===== src/shared/odsc_map.vh =====
// Address map, field positions and codes for the output divider sync control.
// Included by the design; definitions only.
`ifndef ODSC_MAP_VH
`define ODSC_MAP_VH
// Register offsets (16-bit register address)
`define ODSC_UPDATE_ADDR 16'h0005
`define ODSC_CTRL_ADDR 16'h0200
`define ODSC_STATUS_ADDR 16'h0201
`define ODSC_OUT_BASE 16'h0210
`define ODSC_DIV_BASE 16'h0220
// Field positions
`define ODSC_UPDATE_BIT 0
`define ODSC_CAL_BIT 1
`define ODSC_SYNC_BIT 2
`define ODSC_MODE_LSB 0
`define ODSC_POL_LSB 3
// Reset values
`define ODSC_CTRL_RST 8'h00
`define ODSC_OUT_RST 5'h00
`define ODSC_DIV_RST 8'h00
// Driver mode codes
`define ODSC_MODE_OFF 3'h0
`define ODSC_MODE_HSTL 3'h1
`define ODSC_MODE_CMOS_BOTH 3'h4
`define ODSC_MODE_CMOS_POS 3'h5
`define ODSC_MODE_CMOS_NEG 3'h6
// Counts
`define ODSC_NUM_OUT 12
`define ODSC_NUM_GRP 4
// First output index of groups two, three and four
`define ODSC_GRP1_FIRST 2
`define ODSC_GRP2_FIRST 5
`define ODSC_GRP3_FIRST 8
`endif


===== src/rtl/odsc_output_divider_sync_control.v =====
// Output mode, polarity and channel divider sync control for the second loop.
// Assumes i_clk is the divided VCO clock domain; i_vco_en marks each divider
// input edge. Register port is the write/read side of an external serial core.
// i_lock and i_cal_done come from analogue logic and are resynchronised here.
`timescale 1ns/1ps
`default_nettype none
`include "odsc_map.vh"

module odsc_output_divider_sync_control #(
  parameter NUM_OUT = `ODSC_NUM_OUT,
  parameter NUM_GRP = `ODSC_NUM_GRP,
  parameter DIV_W = 8
) (
  input wire i_clk,
  input wire i_nrst,
  input wire i_vco_en,
  input wire i_lock,
  input wire i_cal_done,
  input wire i_reg_wr,
  input wire i_reg_rd,
  input wire [15:0] i_reg_addr,
  input wire [7:0] i_reg_wdata,
  output reg [7:0] o_reg_rdata,
  output wire o_cal_request,
  output wire o_div_hold,
  output reg [NUM_OUT-1:0] o_out_pos_pin,
  output reg [NUM_OUT-1:0] o_out_neg_pin,
  output reg [NUM_OUT-1:0] o_out_pos_en,
  output reg [NUM_OUT-1:0] o_out_neg_en,
  output reg [NUM_OUT-1:0] o_out_hstl,
  output wire [NUM_GRP-1:0] o_div_power
);

  // Group index of an output
  function [1:0] grp_of;
    input integer idx;
    begin
      if (idx < `ODSC_GRP1_FIRST)
        grp_of = 2'h0;
      else if (idx < `ODSC_GRP2_FIRST)
        grp_of = 2'h1;
      else if (idx < `ODSC_GRP3_FIRST)
        grp_of = 2'h2;
      else
        grp_of = 2'h3;
    end
  endfunction

  // Staged (written) and active (updated) copies
  reg [7:0] ctrl_stg_reg;
  reg [7:0] ctrl_act_reg;
  reg [4:0] out_stg_reg [0:NUM_OUT-1];
  reg [4:0] out_act_reg [0:NUM_OUT-1];
  reg [DIV_W-1:0] div_stg_reg [0:NUM_GRP-1];
  reg [DIV_W-1:0] div_act_reg [0:NUM_GRP-1];
  reg lock_meta_reg;
  reg lock_reg;
  reg cal_meta_reg;
  reg cal_reg;
  reg hold_reg;
  reg pend_reg;
  reg sync_dly_reg;
  reg [DIV_W-1:0] cnt_reg [0:NUM_GRP-1];
  reg [NUM_GRP-1:0] dclk_reg;
  reg [NUM_GRP-1:0] grp_on;
  wire upd;
  wire ready;
  wire act_sync;
  wire hold_next;

  // Update strobe is write-only and self-clearing
  assign upd = i_reg_wr && (i_reg_addr == `ODSC_UPDATE_ADDR)
    && i_reg_wdata[`ODSC_UPDATE_BIT];
  assign act_sync = ctrl_act_reg[`ODSC_SYNC_BIT];
  assign o_cal_request = ctrl_act_reg[`ODSC_CAL_BIT];
  assign ready = lock_reg & cal_reg;

  // Register writes land in staging only
  always @(posedge i_clk or negedge i_nrst)
  begin : stage_wr
    integer i;
    if (!i_nrst)
    begin
      ctrl_stg_reg <= `ODSC_CTRL_RST;
      for (i = 0; i < NUM_OUT; i = i + 1)
        out_stg_reg[i] <= `ODSC_OUT_RST;
      for (i = 0; i < NUM_GRP; i = i + 1)
        div_stg_reg[i] <= `ODSC_DIV_RST;
    end
    else if (i_reg_wr)
    begin
      if (i_reg_addr == `ODSC_CTRL_ADDR)
        ctrl_stg_reg <= i_reg_wdata;
      for (i = 0; i < NUM_OUT; i = i + 1)
        if (i_reg_addr == `ODSC_OUT_BASE + i[15:0])
          out_stg_reg[i] <= i_reg_wdata[4:0];
      for (i = 0; i < NUM_GRP; i = i + 1)
        if (i_reg_addr == `ODSC_DIV_BASE + i[15:0])
          div_stg_reg[i] <= i_reg_wdata[DIV_W-1:0];
    end
  end

  // Staged settings take effect only on the update strobe, so one
  // update gives at most one edge of the sync pulse
  always @(posedge i_clk or negedge i_nrst)
  begin : active_load
    integer i;
    if (!i_nrst)
    begin
      ctrl_act_reg <= `ODSC_CTRL_RST;
      for (i = 0; i < NUM_OUT; i = i + 1)
        out_act_reg[i] <= `ODSC_OUT_RST;
      for (i = 0; i < NUM_GRP; i = i + 1)
        div_act_reg[i] <= `ODSC_DIV_RST;
    end
    else if (upd)
    begin
      ctrl_act_reg <= ctrl_stg_reg;
      for (i = 0; i < NUM_OUT; i = i + 1)
        out_act_reg[i] <= out_stg_reg[i];
      for (i = 0; i < NUM_GRP; i = i + 1)
        div_act_reg[i] <= div_stg_reg[i];
    end
  end

  // Lock and calibration flags are analogue-side levels
  always @(posedge i_clk or negedge i_nrst)
  begin
    if (!i_nrst)
    begin
      lock_meta_reg <= 1'b0;
      lock_reg <= 1'b0;
      cal_meta_reg <= 1'b0;
      cal_reg <= 1'b0;
    end
    else
    begin
      lock_meta_reg <= i_lock;
      lock_reg <= lock_meta_reg;
      cal_meta_reg <= i_cal_done;
      cal_reg <= cal_meta_reg;
    end
  end

  // Hold while sync is high; after the fall keep holding until the loop
  // is locked and calibrated, so an early pulse is not lost
  assign hold_next = act_sync | (hold_reg & ~ready);

  always @(posedge i_clk or negedge i_nrst)
  begin
    if (!i_nrst)
    begin
      hold_reg <= 1'b0;
      pend_reg <= 1'b0;
      sync_dly_reg <= 1'b0;
    end
    else
    begin
      hold_reg <= hold_next;
      sync_dly_reg <= act_sync;
      // Falling edge seen but release still waits on lock and calibration
      if (sync_dly_reg & ~act_sync & ~ready)
        pend_reg <= 1'b1;
      else if (ready | act_sync)
        pend_reg <= 1'b0;
    end
  end

  assign o_div_hold = hold_reg;

  // A group divider runs while any of its outputs has a mode code other than off
  always @*
  begin : group_power
    integer i;
    i = 0;
    grp_on = {NUM_GRP{1'b0}};
    for (i = 0; i < NUM_OUT; i = i + 1)
      if (out_act_reg[i][2:0] != `ODSC_MODE_OFF)
        grp_on[grp_of(i)] = 1'b1;
  end

  assign o_div_power = grp_on;

  // Channel dividers; held counters sit at zero with output low, so the
  // restart state is fixed without needing any input clock edge.
  // Limitation: odd ratios give a one-input-cycle duty skew, since only
  // rising edges of the divider clock exist in this domain.
  genvar g;
  generate
    for (g = 0; g < NUM_GRP; g = g + 1)
    begin : gen_div
      wire [DIV_W:0] half;
      wire [DIV_W-1:0] cnt_next;
      assign half = ({1'b0, div_act_reg[g]} + {{DIV_W{1'b0}}, 1'b1}) >> 1;
      assign cnt_next = (cnt_reg[g] == div_act_reg[g]) ? {DIV_W{1'b0}}
        : cnt_reg[g] + {{(DIV_W-1){1'b0}}, 1'b1};
      always @(posedge i_clk or negedge i_nrst)
      begin
        if (!i_nrst)
        begin
          cnt_reg[g] <= {DIV_W{1'b0}};
          dclk_reg[g] <= 1'b0;
        end
        else if (hold_reg || !grp_on[g])
        begin
          cnt_reg[g] <= {DIV_W{1'b0}};
          dclk_reg[g] <= 1'b0;
        end
        else if (i_vco_en)
        begin
          cnt_reg[g] <= cnt_next;
          if (div_act_reg[g] == {DIV_W{1'b0}})
            dclk_reg[g] <= ~dclk_reg[g];
          else
            dclk_reg[g] <= ({1'b0, cnt_next} < half);
        end
      end
    end
  endgenerate

  // Pin drive per output from its group clock, mode and polarity
  always @(posedge i_clk or negedge i_nrst)
  begin : pin_drive
    integer i;
    if (!i_nrst)
    begin
      o_out_pos_pin <= {NUM_OUT{1'b0}};
      o_out_neg_pin <= {NUM_OUT{1'b0}};
      o_out_pos_en <= {NUM_OUT{1'b0}};
      o_out_neg_en <= {NUM_OUT{1'b0}};
      o_out_hstl <= {NUM_OUT{1'b0}};
    end
    else
    begin
      for (i = 0; i < NUM_OUT; i = i + 1)
      begin
        // Differential default; CMOS modes override below
        o_out_pos_pin[i] <= dclk_reg[grp_of(i)];
        o_out_neg_pin[i] <= ~dclk_reg[grp_of(i)];
        o_out_pos_en[i] <= 1'b0;
        o_out_neg_en[i] <= 1'b0;
        o_out_hstl[i] <= 1'b0;
        case (out_act_reg[i][2:0])
          `ODSC_MODE_HSTL:
          begin
            o_out_pos_en[i] <= 1'b1;
            o_out_neg_en[i] <= 1'b1;
            o_out_hstl[i] <= 1'b1;
          end
          `ODSC_MODE_CMOS_BOTH, `ODSC_MODE_CMOS_POS, `ODSC_MODE_CMOS_NEG:
          begin
            // Bit 4 inverts P; bit 3 clear inverts N
            o_out_pos_pin[i] <= dclk_reg[grp_of(i)]
              ^ out_act_reg[i][`ODSC_POL_LSB+1];
            o_out_neg_pin[i] <= dclk_reg[grp_of(i)]
              ^ ~out_act_reg[i][`ODSC_POL_LSB];
            o_out_pos_en[i] <= (out_act_reg[i][2:0] != `ODSC_MODE_CMOS_NEG);
            o_out_neg_en[i] <= (out_act_reg[i][2:0] != `ODSC_MODE_CMOS_POS);
          end
          // Off and the undefined codes leave the driver disabled
          default:
          begin
            o_out_pos_en[i] <= 1'b0;
            o_out_neg_en[i] <= 1'b0;
          end
        endcase
      end
    end
  end

  // Read data: staged settings, live status
  always @(posedge i_clk or negedge i_nrst)
  begin : read_back
    integer i;
    if (!i_nrst)
      o_reg_rdata <= 8'h00;
    else if (i_reg_rd)
    begin
      o_reg_rdata <= 8'h00;
      if (i_reg_addr == `ODSC_CTRL_ADDR)
        o_reg_rdata <= ctrl_stg_reg;
      if (i_reg_addr == `ODSC_STATUS_ADDR)
        o_reg_rdata <= {4'h0, pend_reg, hold_reg, cal_reg, lock_reg};
      for (i = 0; i < NUM_OUT; i = i + 1)
        if (i_reg_addr == `ODSC_OUT_BASE + i[15:0])
          o_reg_rdata <= {3'h0, out_stg_reg[i]};
      for (i = 0; i < NUM_GRP; i = i + 1)
        if (i_reg_addr == `ODSC_DIV_BASE + i[15:0])
          o_reg_rdata <= div_stg_reg[i];
    end
  end

endmodule
`default_nettype wire


===== config.mk =====
export PLATFORM = sky130hd
export DESIGN_NAME = odsc_output_divider_sync_control
export DESIGN_NICKNAME = d
export VERILOG_FILES = /design/src/rtl/odsc_output_divider_sync_control.v
export VERILOG_INCLUDE_DIRS = /design/src /design/src/shared
export SDC_FILE = /design/constraint.sdc
export NUM_CORES = 1
export LEC_CHECK = 0
export BUFFER_PORTS_ARGS = -buffer_cell sky130_fd_sc_hd__buf_2
export CAP_MARGIN = 25
export CORE_ASPECT_RATIO = 0.75
export CORE_MARGIN = 8
export CORE_UTILIZATION = 60
export DETAILED_ROUTE_END_ITERATION = 16
export GPL_ROUTABILITY_DRIVEN = 1
export MAX_ROUTING_LAYER = met4
export PLACE_DENSITY = 0.78
export SETUP_SLACK_MARGIN = 0.05
export SLEW_MARGIN = 5
export SYNTH_ARGS = -nofsm -noshare
export SYNTH_HDL_FRONTEND = slang
export SYNTH_SLANG_ARGS = --single-unit

===== constraint.sdc =====
create_clock -name i_clk -period 3 [get_ports i_clk]
set_input_delay 0 -clock i_clk [delete_from_list [all_inputs] [get_ports i_clk]]
set_output_delay 0 -clock i_clk [all_outputs]
set_load 0.005 [all_outputs]

==> metrics <==
status finished, final reports clean; synthesis-stage register bit count approximately 310; die extent in y roughly 150 um; Critical Path Start cnt_reg[10]; drt drc 0; Post CTS Setup Buffer Count 0; worst hold slack roughly 0.038 ns; Die ar. roughly 30000 um2; wire per inst between 20 and 25 um; worst reg2reg endpoint dclk_reg[2]; CTS tree built; vias in the first global route roughly 11k; Setup Viol. Count Final 0; max_slew headroom 45.8%; Post-Syn Instances 1322; leakage power slightly below 8 nW; Hold Crit Class primary input to async pin; Ports roughly 110; fin. max-slew vios 0; row count 49; total global routing overflow 0; clock transition at the registers of the reported paths around 0.06 ns; CTS buffer count 28; maximum vdd drop a little over 0.0006 V; clock root buffer master clkbuf_16; later-pin clock latency in the skew report about 0.55 ns; CP endpoint kind flop; Achievable Freq roughly 0.37 GHz; Seq/Total Area, Yosys between 50 and 60%; Vias/cell ~6; Data required, critical path between 3 and 4 ns; Resized cells post-CTS 0; worst-case clock buffer depth 3; Reg2Reg Setup Slack 0.31 ns; Worst Tran Pin Value 0.807 ns; synthesis-to-finish area growth 14.3%; Detailed Route Iter0 Violations about 1.0k; layout cells sized above 1 between 20% and 30%; FFs w/ async S/R, synth 100%; worst clock skew 0.0191 ns; RSZ-0062 raised after global routing false; met1 Use GR between 40% and 50%; Avg Cell Area, Syn around 11 um2; Mapped Nets around 1.4k; number of library cell types mapped by synthesis 63; drt first pass iters 5; Post-Route WL approximately 38000 um; post-detail-place hpwl around 28000 um; Cell Pwr Density 599 nW/um2; crit path time final approximately 2.7 ns; Final #Nets between 1.5k and 2k; total track usage between 20% and 30%; chip width 197 um; Port Buffers 104; Critical R2R Launch cnt_reg[10]; DR vias roughly 11k; ANT nets after route 0; largest net degree at the start of global routing around 90; met3 usage roughly 5.2%; GR Layer Usage met2 between 30% and 40%; setup TNS 0 ns; ys flop type dfrtp_1; EDFF count, synth 0; core area around 24000 um2; CP endpoint dclk_reg[2]; CP Launch Type flop; Starting Density approximately 61%; mapped cell area ~15000 um2; Setup CP Type flop to flop; Final Hold Fails 0; Most Used Layer, Global Route met1; reg2reg path depth 10; CP max FO 9; yosys warns 0; CP arrival about 3.2 ns; max-cap violation count 0; GPL Wtd Cong 1.02; Final Cycle Share 89.7%; CTS HTree Levels 1; antenna violations before repair 1; CTS sink cnt between 300 and 400; global-route wire length before repair around 61000 um
worst min-delay path by stage:
| stage | from | to | slack, ns | cells past startpoint |
|---|---|---|---|---|
| 6_report | i_nrst | cnt_reg[29] | 0.04 | 2 |
| 4_1_cts | i_reg_wdata[0] | div_stg_reg[8] | 0.02 | 2 |
| 3_3_place_gp | i_nrst | cnt_reg[30] | 0.03 | 1 |
| 2_1_floorplan | i_nrst | cal_meta_reg | -0.30 | 0 |
| 3_5_place_dp | i_nrst | cnt_reg[29] | 0.03 | 1 |
| 5_1_grt | i_reg_wdata[3] | out_stg_reg[28] | 0.03 | 2 |
Yosys cell counts (all sizes together), types with 3 or more instances:
library cell / number / area share (%)
dfrtp: 305 / 52
mux2: 180 / 14
nand2: 110 / 2.8
nor2: 108 / 2.7
xnor2: 65 / 3.9
o21ai: 48 / 1.6
nand3: 46 / 1.6
clkbuf: 42 / 1.1
ha: 40 / 3.4
nor3: 40 / 1.4
xor2: 39 / 2.3
a21oi: 29 / 0.98
inv: 27 / 0.69
a22o: 17 / 1.0
a21o: 16 / 0.81
buf: 16 / 0.53
nand4: 15 / 0.64
a21boi: 13 / 0.66
nor4: 13 / 0.64
a22oi: 12 / 0.61
and3: 11 / 0.47
nor2b: 11 / 0.47
mux2i: 9 / 0.61
a211oi: 8 / 0.44
o22ai: 8 / 0.34
a31oi: 7 / 0.30
and2: 7 / 0.30
nand2b: 7 / 0.30
nand3b: 7 / 0.36
a32oi: 6 / 0.36
or4: 6 / 0.33
o211ai: 5 / 0.25
o21a: 5 / 0.25
o31ai: 5 / 0.25
or3: 5 / 0.21
nor4b: 4 / 0.24
or4b: 4 / 0.27
a222oi: 3 / 0.20
o41ai: 3 / 0.18
layer usage:
layer	share of wire [%]	up-vias	wire, um
li1	-	4979	-
met1	48	5384	18400
met2	42	413	16100
met3	8.1	49	3120
met4	2.0	0	775
met5	0	-	0
power breakdown:
group,switching (W),total (W),internal (W)
sequential,0.000380,0.00480,0.00442
combinational,0.000846,0.00161,0.000761
clock,0.00154,0.00370,0.00217
cell usage in the layout, fill, tap and decap left out, types with 5 or more instances in the layout:
| master | n |
|---|---|
| a32oi_1 | 6 |
| nand4_1 | 15 |
| a21oi_1 | 29 |
| nand3b_1 | 7 |
| o21ai_0 | 47 |
| clkbuf_16 | 29 |
| xor2_1 | 39 |
| nor2_1 | 108 |
| nor4_1 | 11 |
| a21boi_0 | 13 |
| a21o_1 | 16 |
| o21a_1 | 5 |
| o211ai_1 | 5 |
| nand2_1 | 110 |
| dlygate4sd3_1 | 10 |
| inv_1 | 27 |
| nor3_1 | 40 |
| xnor2_1 | 65 |
| clkinv_2 | 8 |
| buf_4 | 38 |
| nor2b_1 | 11 |
| buf_2 | 103 |
| a22oi_1 | 12 |
| clkbuf_8 | 6 |
| a22o_1 | 17 |
| mux2_2 | 180 |
| o31ai_1 | 5 |
| or4_1 | 5 |
| dfrtp_1 | 305 |
| mux2i_1 | 9 |
| nand2b_1 | 7 |
| and3_1 | 11 |
| or3_1 | 5 |
| and2_1 | 6 |
| o22ai_1 | 8 |
| a211oi_1 | 7 |
| ha_1 | 40 |
| a31oi_1 | 7 |
| nand3_1 | 46 |
metrics by stage:
| step | std cells | instance area (um2) | util, % | setup slack (ns) | power, W |
|---|---|---|---|---|---|
| floorplan | 1322 | 14800 | - | 0.539 | 0.00578 |
| CTS | 1800 | 16900 | 70.0 | 0.327 | 0.0102 |
| finish | 1801 | 16900 | 70.0 | 0.310 | 0.0101 |
| global placement | 1739 | 15800 | 65.6 | 0.397 | 0.00639 |
| detailed placement | 1739 | 15800 | 65.6 | 0.350 | 0.00644 |
| global route | 1801 | 16900 | 70.0 | 0.105 | 0.0106 |
layout make-up:
type | count | area (um2)
Antenna cell | 1 | 2.50
Clock buffer | 39 | 823
Clock inverter | 12 | 138
Fill cell | 1796 | 7230
Inverter | 28 | 105
Multi-Input combinational cell | 931 | 6800
Sequential cell | 305 | 7630
Tap cell | 331 | 414
Timing Repair Buffer | 154 | 956
critical path: stages (launching register included):
cell      delay (ns)
dfrtp_1         0.46
xnor2_1         0.20
nand4_1         0.11
nor2_1          0.48
nor2_1          0.15
ha_1            0.33
a21o_1          0.16
nand2_1         0.06
nand3_1         0.08
or4_1           0.41
o211ai_1        0.18
kinds of logic (layout without fill, tap and decap cells):
family	Yosys count	in the layout	share of synthesized area (%)
compound gates	200	200	9.20
xor+xnor	104	104	6.17
fa+ha+maj	40	40	3.39
buf+inv	86	233	2.31
flops	305	305	51.7
mux	189	189	14.3
other cells	0	1	0
simple gates	398	398	12.9
timing repair:
item,CTS,global route
endpoints found under the setup margin,0,0
hold buffers,10,0
endpoints found under the hold margin,114,0
No activity file was read; power rests on OpenSTA's default activity.
